<file path="config.mk">
export PLATFORM = sky130hd
export DESIGN_NAME = iap_core
export DESIGN_NICKNAME = d
export VERILOG_FILES = /design/src/shared/iap_pkg.sv /design/src/hw/iap_prio_sel.sv /design/src/hw/iap_core.sv
export VERILOG_INCLUDE_DIRS = /design/src /design/src/shared
export SDC_FILE = /design/constraint.sdc
export NUM_CORES = 1
export LEC_CHECK = 0
export BUFFER_PORTS_ARGS = -buffer_cell sky130_fd_sc_hd__buf_2
export CORE_UTILIZATION = 35
export CTS_BUF_LIST = sky130_fd_sc_hd__clkbuf_2
export DETAILED_ROUTE_END_ITERATION = 10
export HOLD_SLACK_MARGIN = 0.02
export PLACE_DENSITY = 0.61
export SYNTH_ARGS = -nofsm -noshare
export SYNTH_HDL_FRONTEND = slang
export SYNTH_SLANG_ARGS = --single-unit
</file>
<file path="constraint.sdc">
create_clock -name ref_clk -period 3.76 [get_ports ref_clk]
set_input_delay 1.128 -clock ref_clk [delete_from_list [all_inputs] [get_ports ref_clk]]
set_output_delay 1.128 -clock ref_clk [all_outputs]
set_load 0.03 [all_outputs]
</file>
<file path="src/shared/iap_consts.svh">
// Constants for the interrupt acknowledge and priority block.
// Assumes inclusion by the package and by the design modules only.
`ifndef IAP_CONSTS_SVH
`define IAP_CONSTS_SVH

// Status word reset value and flag positions
`define IAP_STATUS_RST 8'h02
`define IAP_ENABLE_BIT 7
`define IAP_PRIO_BIT 1

// Software break vector (low byte address, high byte follows)
`define IAP_BREAK_VEC 16'h003e
`define IAP_BREAK_VEC_HI 16'h003f

// Default vectors for the watchdog and maskable sources
`define IAP_NMI_VEC_DEF 16'h0004
`define IAP_MVEC_BASE_DEF 16'h0006
`define IAP_VEC_SHIFT 1

// Source count limits and index width
`define IAP_NSRC_DEF 21
`define IAP_MAX_SRC 32
`define IAP_IDX_W 5

// Device share of service latency, in CPU clocks
`define IAP_HI_START_CYC 3
`define IAP_LO_START_CYC 4

`endif

</file>
<file path="src/shared/iap_pkg.sv">
// Types shared by the interrupt acknowledge and priority block.
// Assumes iap_consts.svh is on the include path.
`include "iap_consts.svh"

package iap_pkg;

	// Kind of instruction the sequencer reports at its boundary
	typedef enum logic [3:0] {
		iap_op_none,
		iap_op_status_read,
		iap_op_status_write,
		iap_op_status_bit,
		iap_op_int_enable,
		iap_op_int_disable,
		iap_op_sw_break,
		iap_op_ret_int,
		iap_op_ret_break,
		iap_op_push_status,
		iap_op_pop_status,
		iap_op_intctl_access
	} iap_op_type;

	// Instruction boundary report from the sequencer
	typedef struct packed {
		logic done;
		iap_op_type op;
		logic [7:0] data;
		logic [2:0] bit_sel;
		logic bit_val;
	} iap_instr_type;

	// Save and vector commands to the sequencer
	typedef struct packed {
		logic busy;
		logic stack_wr;
		logic stack_is_pc;
		logic [7:0] stack_status;
		logic vec_load;
		logic [15:0] vec_addr;
	} iap_save_type;

	// Save sequence states
	typedef enum logic [2:0] {
		iap_idle,
		iap_low_wait,
		iap_save_status,
		iap_save_pc,
		iap_load_vec
	} iap_seq_type;

	// Whole state of the controller
	typedef struct packed {
		iap_seq_type seq;
		logic [7:0] status;
		logic [7:0] saved;
		logic nmi_pend;
		logic nmi_act;
		logic [15:0] vec;
		logic [`IAP_MAX_SRC-1:0] ack;
	} iap_state_type;

endpackage

</file>
<file path="src/hw/iap_prio_sel.sv">
// Fixed default priority picker: lowest index among candidates wins.
// Assumes candidates are stable flags from the same clock domain.
`timescale 1ns/1ps
`include "iap_consts.svh"

module iap_prio_sel #(
	parameter int NSRC = `IAP_NSRC_DEF
) (
	input wire logic [NSRC-1:0] cand,
	output logic found,
	output logic [`IAP_IDX_W-1:0] idx
);

	// Index must fit the chosen width
	if (NSRC < 1 || NSRC > (1 << `IAP_IDX_W)) begin : g_bad_nsrc
		$error("iap_prio_sel: NSRC out of range");
	end

	// Scan from the lowest priority upward so index 0 ends on top
	always_comb begin
		found = 1'b0;
		idx = '0;
		for (int i = NSRC - 1; i >= 0; i--) begin
			if (cand[i]) begin
				found = 1'b1;
				idx = `IAP_IDX_W'(i);
			end
		end
	end

endmodule

</file>
<file path="src/hw/iap_core.sv">
// Interrupt acknowledge and priority controller beside the CPU sequencer.
// Assumes the sequencer reports each instruction boundary, stalls while
// busy is high, pushes its own PC on the PC save cycle, and that request,
// mask and priority flags come from logic on ref_clk.
`timescale 1ns/1ps
`include "iap_consts.svh"

module iap_core #(
	parameter int NSRC = `IAP_NSRC_DEF,
	parameter logic [15:0] NMI_VEC = `IAP_NMI_VEC_DEF,
	parameter logic [15:0] MVEC_BASE = `IAP_MVEC_BASE_DEF
) (
	input wire logic ref_clk,
	input wire logic rst_n,
	input wire iap_pkg::iap_instr_type instr,
	input wire logic nmi_req,
	input wire logic [NSRC-1:0] request_flag,
	input wire logic [NSRC-1:0] mask_flag,
	input wire logic [NSRC-1:0] priority_flag,
	output logic [NSRC-1:0] ack_clear,
	output logic [7:0] program_status_word,
	output logic nmi_in_service,
	output iap_pkg::iap_save_type save
);

	// ------------------------------------------------------------
	// Parameter checks
	// ------------------------------------------------------------

	if (NSRC < 1 || NSRC > `IAP_MAX_SRC) begin : g_bad_nsrc
		$error("iap_core: NSRC out of range");
	end

	// ------------------------------------------------------------
	// Declarations
	// ------------------------------------------------------------

	iap_pkg::iap_state_type st_q;
	iap_pkg::iap_state_type st_d;
	logic [NSRC-1:0] cand;
	logic [NSRC-1:0] cand_hi;
	logic [NSRC-1:0] cand_lo;
	logic hi_found;
	logic lo_found;
	logic [`IAP_IDX_W-1:0] hi_idx;
	logic [`IAP_IDX_W-1:0] lo_idx;
	logic [`IAP_IDX_W-1:0] sel_idx;
	logic boundary;
	logic defer_op;
	logic can_take;
	logic start_brk;
	logic start_nmi;
	logic start_mask;
	logic ie_now;
	logic isp_now;

	// ------------------------------------------------------------
	// Request qualification
	// ------------------------------------------------------------

	// Requested and unmasked sources, split by programmable level
	assign cand = request_flag & ~mask_flag;
	assign cand_hi = cand & ~priority_flag;
	assign cand_lo = cand & priority_flag;

	// Default order within each level
	iap_prio_sel #(
		.NSRC(NSRC)
	) u_sel_hi (
		.cand(cand_hi),
		.found(hi_found),
		.idx(hi_idx)
	);

	iap_prio_sel #(
		.NSRC(NSRC)
	) u_sel_lo (
		.cand(cand_lo),
		.found(lo_found),
		.idx(lo_idx)
	);

	// High level beats low level, default order breaks ties
	assign sel_idx = hi_found ? hi_idx : lo_idx;

	assign ie_now = st_q.status[`IAP_ENABLE_BIT];
	assign isp_now = st_q.status[`IAP_PRIO_BIT];

	// ------------------------------------------------------------
	// Acceptance decision
	// ------------------------------------------------------------

	// Act only when an instruction has just finished
	assign boundary = instr.done && (st_q.seq == iap_pkg::iap_idle);

	// Instructions that hold requests back by one instruction
	always_comb begin
		case (instr.op)
			iap_pkg::iap_op_status_read,
			iap_pkg::iap_op_status_write,
			iap_pkg::iap_op_status_bit,
			iap_pkg::iap_op_int_enable,
			iap_pkg::iap_op_int_disable,
			iap_pkg::iap_op_ret_int,
			iap_pkg::iap_op_ret_break,
			iap_pkg::iap_op_push_status,
			iap_pkg::iap_op_pop_status,
			iap_pkg::iap_op_intctl_access: defer_op = 1'b1;
			default: defer_op = 1'b0;
		endcase
	end

	assign start_brk = boundary && (instr.op == iap_pkg::iap_op_sw_break);
	assign can_take = boundary && !defer_op && !start_brk;

	// Watchdog request ignores enable but never nests in itself
	assign start_nmi = can_take && st_q.nmi_pend && !st_q.nmi_act;

	// Maskable: enabled, and low level only outside a high routine
	assign start_mask = can_take && !start_nmi && !st_q.nmi_act && ie_now
		&& (hi_found || (lo_found && isp_now));

	// ------------------------------------------------------------
	// Next state
	// ------------------------------------------------------------

	always_comb begin
		st_d = st_q;
		st_d.ack = '0;

		// One watchdog request is kept however many arrive
		st_d.nmi_pend = nmi_req || (st_q.nmi_pend && !start_nmi);

		// Status word effects of the finished instruction
		if (boundary) begin
			case (instr.op)
				iap_pkg::iap_op_status_write: st_d.status = instr.data;
				iap_pkg::iap_op_status_bit: st_d.status[instr.bit_sel] = instr.bit_val;
				iap_pkg::iap_op_int_enable: st_d.status[`IAP_ENABLE_BIT] = 1'b1;
				iap_pkg::iap_op_int_disable: st_d.status[`IAP_ENABLE_BIT] = 1'b0;
				iap_pkg::iap_op_ret_int: begin
					st_d.status = instr.data;
					st_d.nmi_act = 1'b0;
				end
				iap_pkg::iap_op_ret_break: st_d.status = instr.data;
				iap_pkg::iap_op_pop_status: st_d.status = instr.data;
				default: st_d.status = st_q.status;
			endcase
		end

		// Break always starts its own save
		if (start_brk) begin
			st_d.saved = st_q.status;
			st_d.status[`IAP_ENABLE_BIT] = 1'b0;
			st_d.vec = `IAP_BREAK_VEC;
			st_d.seq = iap_pkg::iap_save_status;
		end

		// Watchdog accept clears both flags
		if (start_nmi) begin
			st_d.saved = st_q.status;
			st_d.status[`IAP_ENABLE_BIT] = 1'b0;
			st_d.status[`IAP_PRIO_BIT] = 1'b0;
			st_d.nmi_act = 1'b1;
			st_d.vec = NMI_VEC;
			st_d.seq = iap_pkg::iap_save_status;
		end

		// Maskable accept copies the chosen source's level
		if (start_mask) begin
			st_d.saved = st_q.status;
			st_d.status[`IAP_ENABLE_BIT] = 1'b0;
			st_d.status[`IAP_PRIO_BIT] = !hi_found;
			st_d.vec = 16'(MVEC_BASE + (16'(sel_idx) << `IAP_VEC_SHIFT));
			st_d.ack[sel_idx] = 1'b1;
			st_d.seq = hi_found ? iap_pkg::iap_save_status : iap_pkg::iap_low_wait;
		end

		// Save sequence: status, then PC, then vector
		case (st_q.seq)
			iap_pkg::iap_idle: begin
			end
			iap_pkg::iap_low_wait: st_d.seq = iap_pkg::iap_save_status;
			iap_pkg::iap_save_status: st_d.seq = iap_pkg::iap_save_pc;
			iap_pkg::iap_save_pc: st_d.seq = iap_pkg::iap_load_vec;
			iap_pkg::iap_load_vec: st_d.seq = iap_pkg::iap_idle;
			default: st_d.seq = iap_pkg::iap_idle;
		endcase
	end

	// ------------------------------------------------------------
	// State register
	// ------------------------------------------------------------

	always_ff @(posedge ref_clk or negedge rst_n) begin
		if (!rst_n) begin
			st_q.seq <= iap_pkg::iap_idle;
			st_q.status <= `IAP_STATUS_RST;
			st_q.saved <= '0;
			st_q.nmi_pend <= 1'b0;
			st_q.nmi_act <= 1'b0;
			st_q.vec <= '0;
			st_q.ack <= '0;
		end else begin
			st_q <= st_d;
		end
	end

	// ------------------------------------------------------------
	// Outputs
	// ------------------------------------------------------------

	// Status word visible for reads and push instructions
	assign program_status_word = st_q.status;
	assign nmi_in_service = st_q.nmi_act;
	assign ack_clear = st_q.ack[NSRC-1:0];

	// Sequencer commands
	assign save.busy = (st_q.seq != iap_pkg::iap_idle);
	assign save.stack_wr = (st_q.seq == iap_pkg::iap_save_status) || (st_q.seq == iap_pkg::iap_save_pc);
	assign save.stack_is_pc = (st_q.seq == iap_pkg::iap_save_pc);
	assign save.stack_status = st_q.saved;
	assign save.vec_load = (st_q.seq == iap_pkg::iap_load_vec);
	assign save.vec_addr = st_q.vec;
endmodule

</file>
Word level (Yosys, flattened, before mapping)
Memories as Yosys holds them, arrays and structs flattened.
Cells that the tools add are included.
{"block": "totals", "register_bits": 58, "mem_bits_ro": 16, "memories": 1}
{"name": "(no name shown)", "words": 16, "word_bits": 1, "read_ports": 1, "rd_ports_with_merged_regs": 0, "write_ports": 0, "line": "iap_core.sv:98", "text": "case (instr.op)"}
{"block": "classes", "n_addsub": 1, "n_lt_le_gt_ge": 4, "eq_ne": 13, "mux": 108, "bitwise_logic": 5, "n_reduce_logical": 37}
{"operator": "5-bit 2-to-1 mux", "n": 43}
{"operator": "21-bit AND", "n": 3}
{"operator": "1-bit 2-to-1 mux", "n": 48}
{"operator": "48-bit 2-to-1 mux", "n": 1}
{"operator": "21-bit inverter", "n": 2}
{"operator": "8-bit 2-to-1 mux", "n": 4}
{"operator": "17-bit 2-to-1 mux", "n": 1}
{"operator": "4-bit by 3-bit == test with 1-bit output (second input constant)", "n": 4}
{"operator": "16-bit 2-to-1 mux", "n": 1}
{"operator": "1-bit logical AND", "n": 14}
{"operator": "7-bit one-hot mux with 2 select lines", "n": 1}
{"operator": "4-bit 2-to-1 mux", "n": 3}
{"operator": "3-bit one-hot mux with 4 select lines", "n": 1}
{"operator": "3-bit nonzero test", "n": 3}
{"operator": "8-bit bitwise mux", "n": 1}
{"operator": "4-bit by 2-bit == test with 1-bit output (second input constant)", "n": 2}
{"operator": "4-bit == test (second input constant)", "n": 2}
{"operator": "2-bit AND reduction", "n": 4}
{"operator": "4-bit nonzero test", "n": 2}
{"operator": "3-bit by 6-bit adder with 7-bit output (first input constant)", "n": 1}
{"operator": "7-bit nonzero test", "n": 1}
{"operator": "3-bit by 2-bit == test with 1-bit output (second input constant)", "n": 2}
{"operator": "5-bit by 6-bit less-than comparator with 1-bit output (second input constant)", "n": 1}
{"operator": "2-bit nonzero test", "n": 3}
{"operator": "14 further kinds", "n": 20}

Logic depth before layout (Yosys ltp)
Gate-level depths: netlist of the first run.
{"block": "depth", "ltp_word": 30, "ltp_mapped": 9, "mapped_depth_nobuf": 9}

Modules after synthesis
A second synthesis of the first run with hierarchy kept.
{"block": "unflattened", "hier_cells": 456, "hier_area_um2": 3873.7}
{"module": "iap_core", "instances": 1, "cells_per_inst": 374, "area_per_inst_um2": 3405.8, "seq_area_each_um2": 1202.4}
{"module": "iap_prio_sel", "instances": 2, "cells_per_inst": 41, "area_per_inst_um2": 234.0, "seq_area_each_um2": 0.0}

Worst setup path after synthesis of the first run
OpenSTA, ideal clock, no wires.
{"block": "synth_timing", "kind": "input to register", "from": "input request_flag[14]", "to": "register st_q, in the netlist save[5]", "setup_ps": 94, "arrival_ps": 3349, "t_required_ps": 3666, "setup_slack_ps": 317, "stages": 8, "path_buffers": 0, "path_cell_list": "nor3b_1 > or4_4 > and4bb_2 > nand4_1 > o32a_1 > ha_1 > or3_1 > a211oi_1"}
{"block": "synth_between", "elab_chain_len": 21, "elab_cells_between_ends": 70}
{"element": "start, declared", "line": "iap_core.sv:17", "text": "input wire logic [NSRC-1:0] request_flag,"}
{"element": "21-bit AND (*)", "line": "iap_core.sv:62", "text": "assign cand = request_flag & ~mask_flag;"}
{"element": "parallel branches: the longest is 20 deep, another holds 21-bit AND"}
{"element": "end signal, assigned", "line": "iap_core.sv:205", "text": "st_q <= st_d;"}
{"element": "end, declared", "line": "iap_core.sv:38", "text": "iap_pkg::iap_state_type st_q;"}
Every way passes the cells marked *.
A chain may end at the register's enable or synchronous reset.

Worst setup path in the final report of the first run
{"block": "layout_timing", "from": "input request_flag[12]", "to": "register st_q, in the netlist save[5]"}
{"block": "layout_between", "elab_chain_len": 19, "elab_cells_between_ends": 62}
{"element": "21-bit AND (*)", "line": "iap_core.sv:62"}
{"element": "parallel branches: the longest is 18 deep, another holds 21-bit AND"}
Marks and branches as above.

==> summary.txt, run 1 <==
===============================================================================================
Number of antenna diodes                                                                      0
Starting density of the core                                                              36.3%
Hold bufs inserted after CTS                                                                  0
Syn Inst Count                                                                              405
Final clock period utilization by the worst path                                          85.4%
Post-synthesis register bit count                                                            48
Startpoint type of the worst setup path                                               input pin
Cell breakdown of the critical path                                                buf_2 -> nor3b_1 -> or4_4 -> and4bb_2 -> nand4_1 -> o32a_1 -> ha_1 -> or3_1 -> a211oi_1
Number of H-tree branching levels                                                             2
Number of vias per cell                                                                    5.09
Netlist cell types                                                                           67
Resize count post-CTS                                                                         0
Ys Warns                                                                                      0
Final count of negative-setup-slack endpoints                                                 0
Antenna violations before repair                                                              0
1st-iter DRT viols                                                                           66
Final routed DRC violation total                                                              0
Kind of critical path                                                                    in2reg
Detailed route wirelength on metal2                                                     4.07 mm
Portion of the post-synthesis area used by sequential elements                            33.5%
Post-placement cell area                                                            0.00408 mm2
Final GP Congestion                                                                       0.894
Transition time at the pin with the least slew margin                                   1.05 ns
Clock input transition at the sequential cells of the worst setup and hold paths        0.24 ns
Dominant cells by area after synthesis                                             sky130_fd_sc_hd__dfrtp_1, sky130_fd_sc_hd__buf_4, sky130_fd_sc_hd__nor3b_1, sky130_fd_sc_hd__nand3b_1, sky130_fd_sc_hd__nand2_1
Parity-gate share of the synthesized area counting xor and xnor cells                    0.244%
Highest fanout seen on the critical path                                                      5
Reported leakage power                                                               0.00202 uW
Synthesized area                                                                    0.00358 mm2
Nature of the critical path endpoint                                                       flop
Critical path arrival                                                                   3.56 ns
Share of the synthesized area in compound gates (AO/OA/AOI/OAI)                           16.1%
Final non-filler cell total                                                                 635
FFs w/ async S/R, synth                                                                    100%
Dominant cell by count in the synthesized netlist                                  sky130_fd_sc_hd__buf_4
Detailed-routing iteration count for the pre-antenna-repair pass                              6
Synthesized-area fraction occupied by and/or/nand/nor cells                               31.5%
Overall track demand over capacity in global routing                                      16.2%
Number of port buffers                                                                      130
Post-synthesis area per instance                                                       8.85 um2
Synth top area share                                                                      32.8%
Sum of net half-perimeters after detailed placement                                     6.87 mm
Max-cap violations                                                                            0
Primary FF master, synth                                                           sky130_fd_sc_hd__dfrtp_1
Vertical die dimension                                                                   103 um
Antenna Violating Nets Remaining                                                              0
Maximum achievable frequency                                                            311 MHz
Largest stage delay on the critical path                                                0.54 ns
Unrepaired setup endpoints after global routing                                           false
Setup Total Neg Slack                                                                      0 ns
Cell types with the highest counts after synthesis                                 sky130_fd_sc_hd__buf_4, sky130_fd_sc_hd__dfrtp_1, sky130_fd_sc_hd__nand2_1
Worst Reg-to-Reg Cells                                                                        8
End of the worst register-to-register path                                             st_q[66]
Post CTS Setup Buffer Count                                                                   0
Share of synthesized area spent on multiplexers                                           3.53%
Slowest cell on crit path                                                          sky130_fd_sc_hd__or4_4
Synthesized-area fraction occupied by adder cells                                         1.75%
CP required                                                                             4.10 ns
Worst slew margin relative to its limit                                                   30.2%
Buffer depth of the longest clock path                                                        2
Total count of hold-check failures in the final report                                        0
Detailed route wirelength on metal3                                                      406 um
Destination of the worst hold path                                                      save[6]
Peak ir drop on the vdd network                                                          310 uV
Cell class contributing the biggest share of worst-path delay                      simple AND/OR/NAND/NOR gates
Count of pins over their slew limit                                                           0
Largest net degree at the start of global routing                                            49
Total power density per cell area                                                    500 mW/mm2
Final Cell Area                                                                     0.00419 mm2
Worst Hold Launch                                                                       save[6]
Count of boundary I/O pins                                                                  141
CTS tree                                                                                   done
Final net count                                                                             589
Sum of overflow across all layers after global routing                                        0
Area of the core                                                                    0.00986 mm2
First-pass GRT wire length                                                              13.6 mm
Die outline area                                                                     0.0107 mm2
Vias after detailed routing                                                                3230
Status                                                                             complete, no violations
Number of clock sinks seen by CTS                                                            48
Max Clock Skew                                                                        0.0145 ns
Routed wire length per instance                                                         13.5 um
Clock root buffer                                                                  sky130_fd_sc_hd__clkbuf_2
Count of buffering cells on the critical path with inverters included                         1
Register-to-register setup slack                                                        1.09 ns
Minimum period implied by the final worst setup slack                                   3.21 ns
Library cell occupying the most area in the post-synthesis netlist                 sky130_fd_sc_hd__dfrtp_1
Die width                                                                                103 um
Later-pin clock latency in the skew report                                              0.41 ns
Met1 WL                                                                                 3.99 mm
Hold Path Depth                                                                               2
Sum of routed wire length over all layers                                               8.55 mm
Largest family of logic cells by synthesized area                                  simple AND/OR/NAND/NOR gates
Number of global-route vias before repair                                                  2965
Layout Area Growth over Synthesis                                                         17.0%
Uppermost signal routing layer after detailed routing                                      met4
TritonCTS Buffers                                                                             5
Standard-cell rows                                                                           36
Post-synth EDFFs                                                                              0
Type of the worst min-delay path                                                        reg2reg
Share of final-layout standard cells stronger than drive strength 1                       34.9%
Launching point of the worst reg2reg path                                              st_q[67]
# placed instances                                                                          627
===============================================================================================
## sequential cells by signal, indices dropped and copies added (netlist names)
| name | cells |
|---|---|
| program_status_word | 8 |
| save | 14 |
| st_q | 4 |
| nmi_in_service | 1 |
| ack_clear | 21 |
## metrics by stage
step | hold WS (ns) | util [%] | setup slack (ns) | total power, uW
6_report | 0.505 | 42.5 | 0.548 | 2100
3_5_place_dp | 0.486 | 41.3 | 0.128 | 1700
5_1_grt | 0.558 | 42.5 | 0.463 | 2230
2_1_floorplan | 0.473 | - | 0.317 | 1550
4_1_cts | 0.513 | 42.5 | 0.606 | 2120
3_3_place_gp | 0.481 | 41.3 | 0.180 | 1690
## final cells by class
class,count,area [um2]
Timing Repair Buffer,141,733
Multi-Input combinational cell,296,1940
Clock buffer,5,25.0
Clock inverter,3,90.1
Inverter,9,33.8
Fill cell,987,5670
Sequential cell,48,1200
Tap cell,133,166
## how the worst max path moves through the flow
stage / from / end / slack, ns / cells past startpoint
floorplan: request_flag[14] / save[5] / 0.32 / 8
global placement: request_flag[14] / save[5] / 0.18 / 9
detailed placement: request_flag[12] / save[5] / 0.13 / 9
CTS: request_flag[12] / save[5] / 0.61 / 9
global route: request_flag[14] / save[5] / 0.46 / 9
finish: request_flag[12] / save[5] / 0.55 / 9
## layout by cell type (no fill, tap or decap), drive strengths merged, types with 3 or more instances in the layout
master and n:
buf 141, dfrtp 47, nand2 33, nor2 30, a21oi 19, nor3b 19
nand3b 17, nor2b 15, nor3 14, o21ai 12, conb 10, and3b 9
or3b 9, inv 9, a211oi 9, mux2 8, a31oi 7, nand4 6
nand2b 6, o22a 5, ha 5, clkbuf 5, or3 5, and2 5
nor4 4, nand3 4, o211ai 3, o41ai 3, bufinv 3, or4 3
## kinds of logic after synthesis
family | count (synthesis)
compound gates | 82
xor+xnor | 1
fa+ha+maj | 5
buf+inv | 70
flops | 48
mux | 9
other cells | 1
simple gates | 189
## power by group
| group | internal, uW | switching, uW | leakage [uW] |
|---|---|---|---|
| Combinational | 355 | 583 | 0.00134 |
| Sequential | 649 | 98.2 | 0.000616 |
| Clock | 245 | 165 | 0.0000632 |
| Total | 1250 | 847 | 0.00202 |
## worst min-delay path: stages, from the launching register on
cell,delay [ns]
sky130_fd_sc_hd__dfrtp_1,0.43
sky130_fd_sc_hd__inv_1,0.05
sky130_fd_sc_hd__nor2_1,0.03
## layer usage
metal | vias up | global-route usage [%]
met5 | - | 0
met4 | 0 | 4.23
met3 | 6 | 2.28
met2 | 104 | 28.5
met1 | 1508 | 20.8
li1 | 1612 | -
Note: power is estimated with default switching activity, not from simulation.
==> run 2, diff against run 1 <==
--- a/config.mk
+++ b/config.mk
@@ -12,6 +12,7 @@
 export DETAILED_ROUTE_END_ITERATION = 10
 export HOLD_SLACK_MARGIN = 0.02
 export PLACE_DENSITY = 0.61
+export RECOVER_POWER = 100
 export SYNTH_ARGS = -nofsm -noshare
 export SYNTH_HDL_FRONTEND = slang
 export SYNTH_SLANG_ARGS = --single-unit
==> run 2 against run 1 <==
The run now ends with max-capacitance violations, max-slew violations left. Design area shrank 2.6%. Clock skew grew 0.0014 ns. Worst setup slack lost 0.065 ns. Die area is the same. First-iteration DRC count grew 7.6%. Combinational power shrank 7.8%. Largest cell class unchanged.
==> summary.txt, run 2 (synthesized netlist as in run 1, its figures left out) <==
===============================================================================================
Number of clock sinks seen by CTS                                                            48   unchanged
Launching point of the worst reg2reg path                                              st_q[67]
Number of vias per cell                                                                    5.13   +0.84%
Failing checks                                                                     max-capacitance violations, max-slew violations
Unrepaired setup endpoints after global routing                                           false
Minimum period implied by the final worst setup slack                                   3.28 ns   +0.0651 ns
Critical path arrival                                                                   3.62 ns   +0.06 ns
Later-pin clock latency in the skew report                                              0.42 ns   about the same
Final count of negative-setup-slack endpoints                                                 0   unchanged
Status                                                                             complete, but fails checks
Highest fanout seen on the critical path                                                      5   unchanged
Peak ir drop on the vdd network                                                          283 uV   -8.9%
Max Clock Skew                                                                        0.0158 ns   +0.00138 ns
Buffer depth of the longest clock path                                                        2   unchanged
Share of final-layout standard cells stronger than drive strength 1                       22.1%   -13 points
Total power density per cell area                                                    495 mW/mm2   -0.94%
Die outline area                                                                     0.0107 mm2   unchanged
TritonCTS Buffers                                                                             5   unchanged
Number of port buffers                                                                      130   unchanged
Layout Area Growth over Synthesis                                                         14.0%
Die width                                                                                103 um   unchanged
Commonest non-fill, non-tap cell in the layout                                     sky130_fd_sc_hd__buf_2
Vias after detailed routing                                                                3257   +0.84%
Standard-cell rows                                                                           36   unchanged
Total count of hold-check failures in the final report                                        0   unchanged
Overall track demand over capacity in global routing                                      16.2%   unchanged
Worst Hold Launch                                                                       save[6]
Type of the worst min-delay path                                                        reg2reg
Final GP Congestion                                                                       0.894   unchanged
Register-to-register setup slack                                                        0.92 ns   -0.17 ns
Highest-count cells in the layout ignoring fill and taps                           sky130_fd_sc_hd__buf_2, sky130_fd_sc_hd__clkbuf_1, sky130_fd_sc_hd__dfrtp_1
Final routed DRC violation total                                                              0   unchanged
Largest net degree at the start of global routing                                            49   unchanged
Nature of the critical path endpoint                                                       flop
Clock root buffer                                                                  sky130_fd_sc_hd__clkbuf_2
Total of fill cells in the finished design                                                 1022   +3.5%
Kind of critical path                                                                    in2reg
Sum of net half-perimeters after detailed placement                                     6.87 mm   unchanged
Antenna Violating Nets Remaining                                                              0   unchanged
Starting density of the core                                                              36.3%   unchanged
Sum of overflow across all layers after global routing                                        0   unchanged
Routed wire length per instance                                                         13.6 um   +0.91%
CTS tree                                                                                   done
Count of boundary I/O pins                                                                  141   unchanged
First-pass GRT wire length                                                              13.6 mm   unchanged
Register Area                                                                       0.00120 mm2   unchanged
Vertical die dimension                                                                   103 um   unchanged
Post CTS Setup Buffer Count                                                                   0   unchanged
1st-iter DRT viols                                                                           71   +7.6%
Worst Reg-to-Reg Cells                                                                        8   unchanged
Number of H-tree branching levels                                                             2   unchanged
CP required                                                                             4.11 ns   about the same
Antenna violations before repair                                                              0   unchanged
Startpoint type of the worst setup path                                               input pin
Footprint of the multi-input gates                                                  0.00190 mm2   -2.0%
Sum of routed wire length over all layers                                               8.63 mm   +0.91%
Resize count post-CTS                                                                         0   unchanged
Max-cap violations                                                                            1   +1
Maximum achievable frequency                                                            305 MHz   -2.0%
Count of pins over their slew limit                                                          49   +49
Hold bufs inserted after CTS                                                                  0   unchanged
Number of antenna diodes                                                                      0   unchanged
Worst slew margin relative to its limit                                                  -65.5%   -96 points
Hold Path Depth                                                                               2   unchanged
Final clock period utilization by the worst path                                          87.2%   +1.7 points
Final net count                                                                             589   unchanged
Number of global-route vias before repair                                                  2965   unchanged
# placed instances                                                                          627   unchanged
Clock input transition at the sequential cells of the worst setup and hold paths        0.24 ns   about the same
Destination of the worst hold path                                                      save[6]
Setup Total Neg Slack                                                                      0 ns   unchanged
Detailed-routing iteration count for the pre-antenna-repair pass                              4   -2
Reported leakage power                                                               0.00181 uW   -10%
Area of the core                                                                    0.00986 mm2   unchanged
Final non-filler cell total                                                                 635   unchanged
End of the worst register-to-register path                                             st_q[66]
Max FFs per register                                                                         21   unchanged
Transition time at the pin with the least slew margin                                   2.48 ns   +1.44 ns
===============================================================================================
==> run 2: critical path, cell delays in order <==
cell	delay, ns
sky130_fd_sc_hd__buf_2	0.11
sky130_fd_sc_hd__nor3b_1	0.16
sky130_fd_sc_hd__or4_1	0.57
sky130_fd_sc_hd__and4bb_1	0.38
sky130_fd_sc_hd__nand4_1	0.11
sky130_fd_sc_hd__o32a_1	0.33
sky130_fd_sc_hd__ha_1	0.23
sky130_fd_sc_hd__or3_1	0.38
sky130_fd_sc_hd__a211oi_1	0.22
==> run 2: layout make-up <==
| class | instances | area share [%] |
|---|---|---|
| repair buffers | 141 | 16.2 |
| clock buffers | 5 | 0.613 |
| inverters | 9 | 0.827 |
| clock inverters | 3 | 2.21 |
| well taps | 133 | 4.07 |
| flip-flops and latches | 48 | 29.4 |
| multi-input cells | 296 | 46.6 |
==> run 2: per-layer routing <==
metal	vias to the layer above	part of all wire [%]	global-route usage (%)
met1	1526	47	20.8
met4	0	1.1	4.23
met5	-	0	0
li1	1613	-	-
met2	110	47	28.5
met3	8	5.3	2.28
==> run 2: how the worst max path moves through the flow <==
stage | from | to | cells past startpoint
6_report | request_flag[12] | save[5] | 9
5_1_grt | request_flag[12] | save[5] | 9
4_1_cts | request_flag[12] | save[5] | 9
3_5_place_dp | request_flag[12] | save[5] | 9
3_3_place_gp | request_flag[14] | save[5] | 9
2_1_floorplan | request_flag[14] | save[5] | 8
==> run 2: where the power goes <==
| part | internal [uW] | switching [uW] | leakage (uW) |
|---|---|---|---|
| clock | 245 | 166 | 0.0000632 |
| sequential | 648 | 98.3 | 0.000616 |
| combinational | 283 | 583 | 0.00114 |
| total | 1180 | 847 | 0.00181 |
==> run 2: stage by stage <==
step | power [uW] | worst slack [ns] | util, % | instance area, um2 | hold slack [ns]
after CTS | 2120 | 0.606 | 42.5 | 4190 | 0.513
after global routing | 2160 | 0.384 | 41.4 | 4090 | 0.558
after detailed placement | 1700 | 0.128 | 41.3 | 4080 | 0.486
final | 2020 | 0.483 | 41.4 | 4090 | 0.509
after global placement | 1690 | 0.180 | 41.3 | 4080 | 0.481
after floorplan | 1550 | 0.317 | - | 3620 | 0.473
==> run 3, diff against run 2 <==
--- a/config.mk
+++ b/config.mk
@@ -10,6 +10,7 @@
 export CORE_UTILIZATION = 35
 export CTS_BUF_LIST = sky130_fd_sc_hd__clkbuf_2
 export DETAILED_ROUTE_END_ITERATION = 10
+export GPL_TIMING_DRIVEN = 0
 export HOLD_SLACK_MARGIN = 0.02
 export PLACE_DENSITY = 0.61
 export RECOVER_POWER = 100
==> run 3 against run 2 <==
The run still ends with max-capacitance violations, max-slew violations left. Worst setup slack worse by 0.23 ns. Non-clock buffer count up 48. Sequential cell count stayed put. Die area is the same. Total power decreased by 3.3%. Core utilization increased by 2.8 points. Critical endpoint is now save[18]. Highest routed layer unchanged.
==> summary.txt, run 3 (synthesized netlist as in run 1, its figures left out) <==
===============================================================================================
Highest-count cells in the layout ignoring fill and taps                           sky130_fd_sc_hd__buf_2, sky130_fd_sc_hd__clkbuf_1, sky130_fd_sc_hd__buf_4
Die width                                                                                103 um   unchanged
Kind of critical path                                                                    in2reg
Sum of net half-perimeters after detailed placement                                     6.92 mm   +0.82%
Minimum period implied by the final worst setup slack                                   3.51 ns   +0.233 ns
Starting density of the core                                                              36.3%   unchanged
Total power density per cell area                                                    449 mW/mm2   -9.4%
Register Area                                                                       0.00120 mm2   unchanged
Largest stage delay on the critical path                                                0.55 ns   -0.02 ns
Resize count post-CTS                                                                         0   unchanged
Final count of negative-setup-slack endpoints                                                 0   unchanged
Area of the core                                                                    0.00986 mm2   unchanged
Total count of hold-check failures in the final report                                        0   unchanged
Reported leakage power                                                               0.00203 uW   +12%
GR Layer Usage met1                                                                       21.2%   +0.47 points
Largest net degree at the start of global routing                                            49   unchanged
Max FFs per register                                                                         21   unchanged
Final GP Congestion                                                                       0.822   -8.1%
Die outline area                                                                     0.0107 mm2   unchanged
Final non-filler cell total                                                                 683   +7.6%
Launching point of the worst reg2reg path                                              st_q[67]
Number of antenna diodes                                                                      0   unchanged
Worst Hold Launch                                                                       save[6]
Destination of the worst hold path                                                      save[6]
Hold bufs inserted after CTS                                                                  0   unchanged
Post CTS Setup Buffer Count                                                                   0   unchanged
Detailed-routing iteration count for the pre-antenna-repair pass                              4   unchanged
Status                                                                             complete, but fails checks
CP required                                                                             4.06 ns   -0.05 ns
Total of fill cells in the finished design                                                 1042   +2.0%
Peak ir drop on the vdd network                                                          321 uV   +14%
Worst Reg-to-Reg Cells                                                                        8   unchanged
Antenna violations before repair                                                              0   unchanged
Unrepaired setup endpoints after global routing                                           false
Share of final-layout standard cells stronger than drive strength 1                       28.0%   +5.9 points
TritonCTS Buffers                                                                             5   unchanged
Total design power                                                                      1960 uW   -3.3%
Count of buffering cells on the critical path with inverters included                         2   +1
Type of the worst min-delay path                                                        reg2reg
Slowest cell on crit path                                                          sky130_fd_sc_hd__or4_1
# placed instances                                                                          675   +7.7%
Busiest layer in global routing                                                            met2
Buffer depth of the longest clock path                                                        2   unchanged
Met2 Resource Use GR                                                                      26.7%   -1.8 points
Worst slew margin relative to its limit                                                  -68.9%   -3.3 points
Commonest non-fill, non-tap cell in the layout                                     sky130_fd_sc_hd__buf_2
Vias after detailed routing                                                                3334   +2.4%
Clock input transition at the sequential cells of the worst setup and hold paths        0.22 ns   -0.02 ns
Count of boundary I/O pins                                                                  141   unchanged
Final Cell Area                                                                     0.00436 mm2   +6.8%
Met3 track demand over resource in global routing                                         2.28%   unchanged
Number of global-route vias before repair                                                  2856   -3.7%
Number of clock sinks seen by CTS                                                            48   unchanged
Routed wire length per instance                                                         12.7 um   -6.3%
First-pass GRT wire length                                                              13.3 mm   -2.5%
Clock root buffer                                                                  sky130_fd_sc_hd__clkbuf_2
Sum of routed wire length over all layers                                               8.69 mm   +0.73%
Final routed DRC violation total                                                              0   unchanged
Sum of overflow across all layers after global routing                                        0   unchanged
Number of vias per cell                                                                    4.88   -4.8%
Cell breakdown of the critical path                                                clkbuf_1 -> or4_1 -> a211oi_1 -> nand3_1 -> a311o_1 -> o21ai_2 -> or3_1 -> buf_6 -> mux2_1
Transition time at the pin with the least slew margin                                   2.53 ns   +0.0502 ns
Final worst hold slack                                                                 0.516 ns   +0.00749 ns
Post-placement cell area                                                            0.00443 mm2   +8.5%
Maximum achievable frequency                                                            285 MHz   -6.7%
Standard-cell rows                                                                           36   unchanged
Overall track demand over capacity in global routing                                      15.7%   -0.47 points
Register-to-register setup slack                                                        0.61 ns   -0.31 ns
End of the worst register-to-register path                                             save[18]
Cell class contributing the biggest share of worst-path delay                      simple AND/OR/NAND/NOR gates
Highest fanout seen on the critical path                                                     10   +5
Nature of the critical path endpoint                                                       flop
Fin util                                                                                  44.2%   +2.8 points
Layout Area Growth over Synthesis                                                         21.7%
Number of port buffers                                                                      128   -1.5%
Startpoint type of the worst setup path                                               input pin
Final clock period utilization by the worst path                                          93.4%   +6.2 points
Vertical die dimension                                                                   103 um   unchanged
Footprint of the multi-input gates                                                  0.00190 mm2   about the same
CTS tree                                                                                   done
Number of H-tree branching levels                                                             2   unchanged
Critical path arrival                                                                   3.81 ns   +0.19 ns
Failing checks                                                                     max-capacitance violations, max-slew violations
Count of pins over their slew limit                                                          49   unchanged
Final net count                                                                             637   +8.1%
1st-iter DRT viols                                                                           47   -34%
Max-cap violations                                                                            1   unchanged
Hold Path Depth                                                                               2   unchanged
Antenna Violating Nets Remaining                                                              0   unchanged
Later-pin clock latency in the skew report                                              0.41 ns   about the same
Max Clock Skew                                                                        0.0227 ns   +0.00687 ns
===============================================================================================
-- run 3: cell types whose count changed in the layout (fill, tap and decap cells not counted), sizes merged --
cell    delta
buf       +45
bufinv     -3
clkbuf     +3
clkinv     +3
-- run 3: worst reg2reg max path: cells and delay by family (launching register included) --
family,cells,cell delay (ns)
DFF,1,0.50
AOI/OAI and AO/OA,3,0.97
buffers and inverters,1,0.18
muxes,1,0.34
and+or+nand+nor,3,1.07
-- run 3: per-stage QoR --
| step | TNS (ns) | setup WS (ns) |
|---|---|---|
| 6_report | 0 | 0.250 |
| 5_1_grt | 0 | 0.163 |
| 4_1_cts | 0 | 0.375 |
| 3_5_place_dp | -0.0489 | -0.0489 |
| 3_3_place_gp | -0.00998 | -0.00998 |
| 2_1_floorplan | 0 | 0.317 |
-- run 3: cell type report --
cell class | count | area share, %
Multi-Input combinational cell | 296 | 43.6
Buffer | 61 | 10.1
Timing Repair Buffer | 128 | 13.3
Clock inverter | 3 | 0.316
Clock buffer | 5 | 0.574
Sequential cell | 48 | 27.6
Tap cell | 133 | 3.82
Inverter | 9 | 0.775
-- run 3: per-layer routing --
layer / part of all wire, % / up-vias
met1: 49 / 1522
met3: 4.6 / 4
met4: 0.58 / 0
met5: 0 / -
met2: 46 / 102
li1: - / 1706
-- run 3: report_power, final --
part / total [uW] / switching (uW) / internal, uW
Sequential: 745 / 97.2 / 647
Combinational: 1010 / 608 / 402
Clock: 202 / 160 / 41.9
-- run 3: worst max-delay path by stage --
stage	startpoint	to	slack (ns)	depth (start not counted)
floorplan	request_flag[14]	save[5]	0.32	8
global placement	request_flag[3]	save[5]	-0.01	9
detailed placement	request_flag[3]	save[5]	-0.05	9
CTS	request_flag[3]	save[5]	0.37	9
global route	instr[13]	save[18]	0.16	9
finish	instr[13]	save[18]	0.25	9
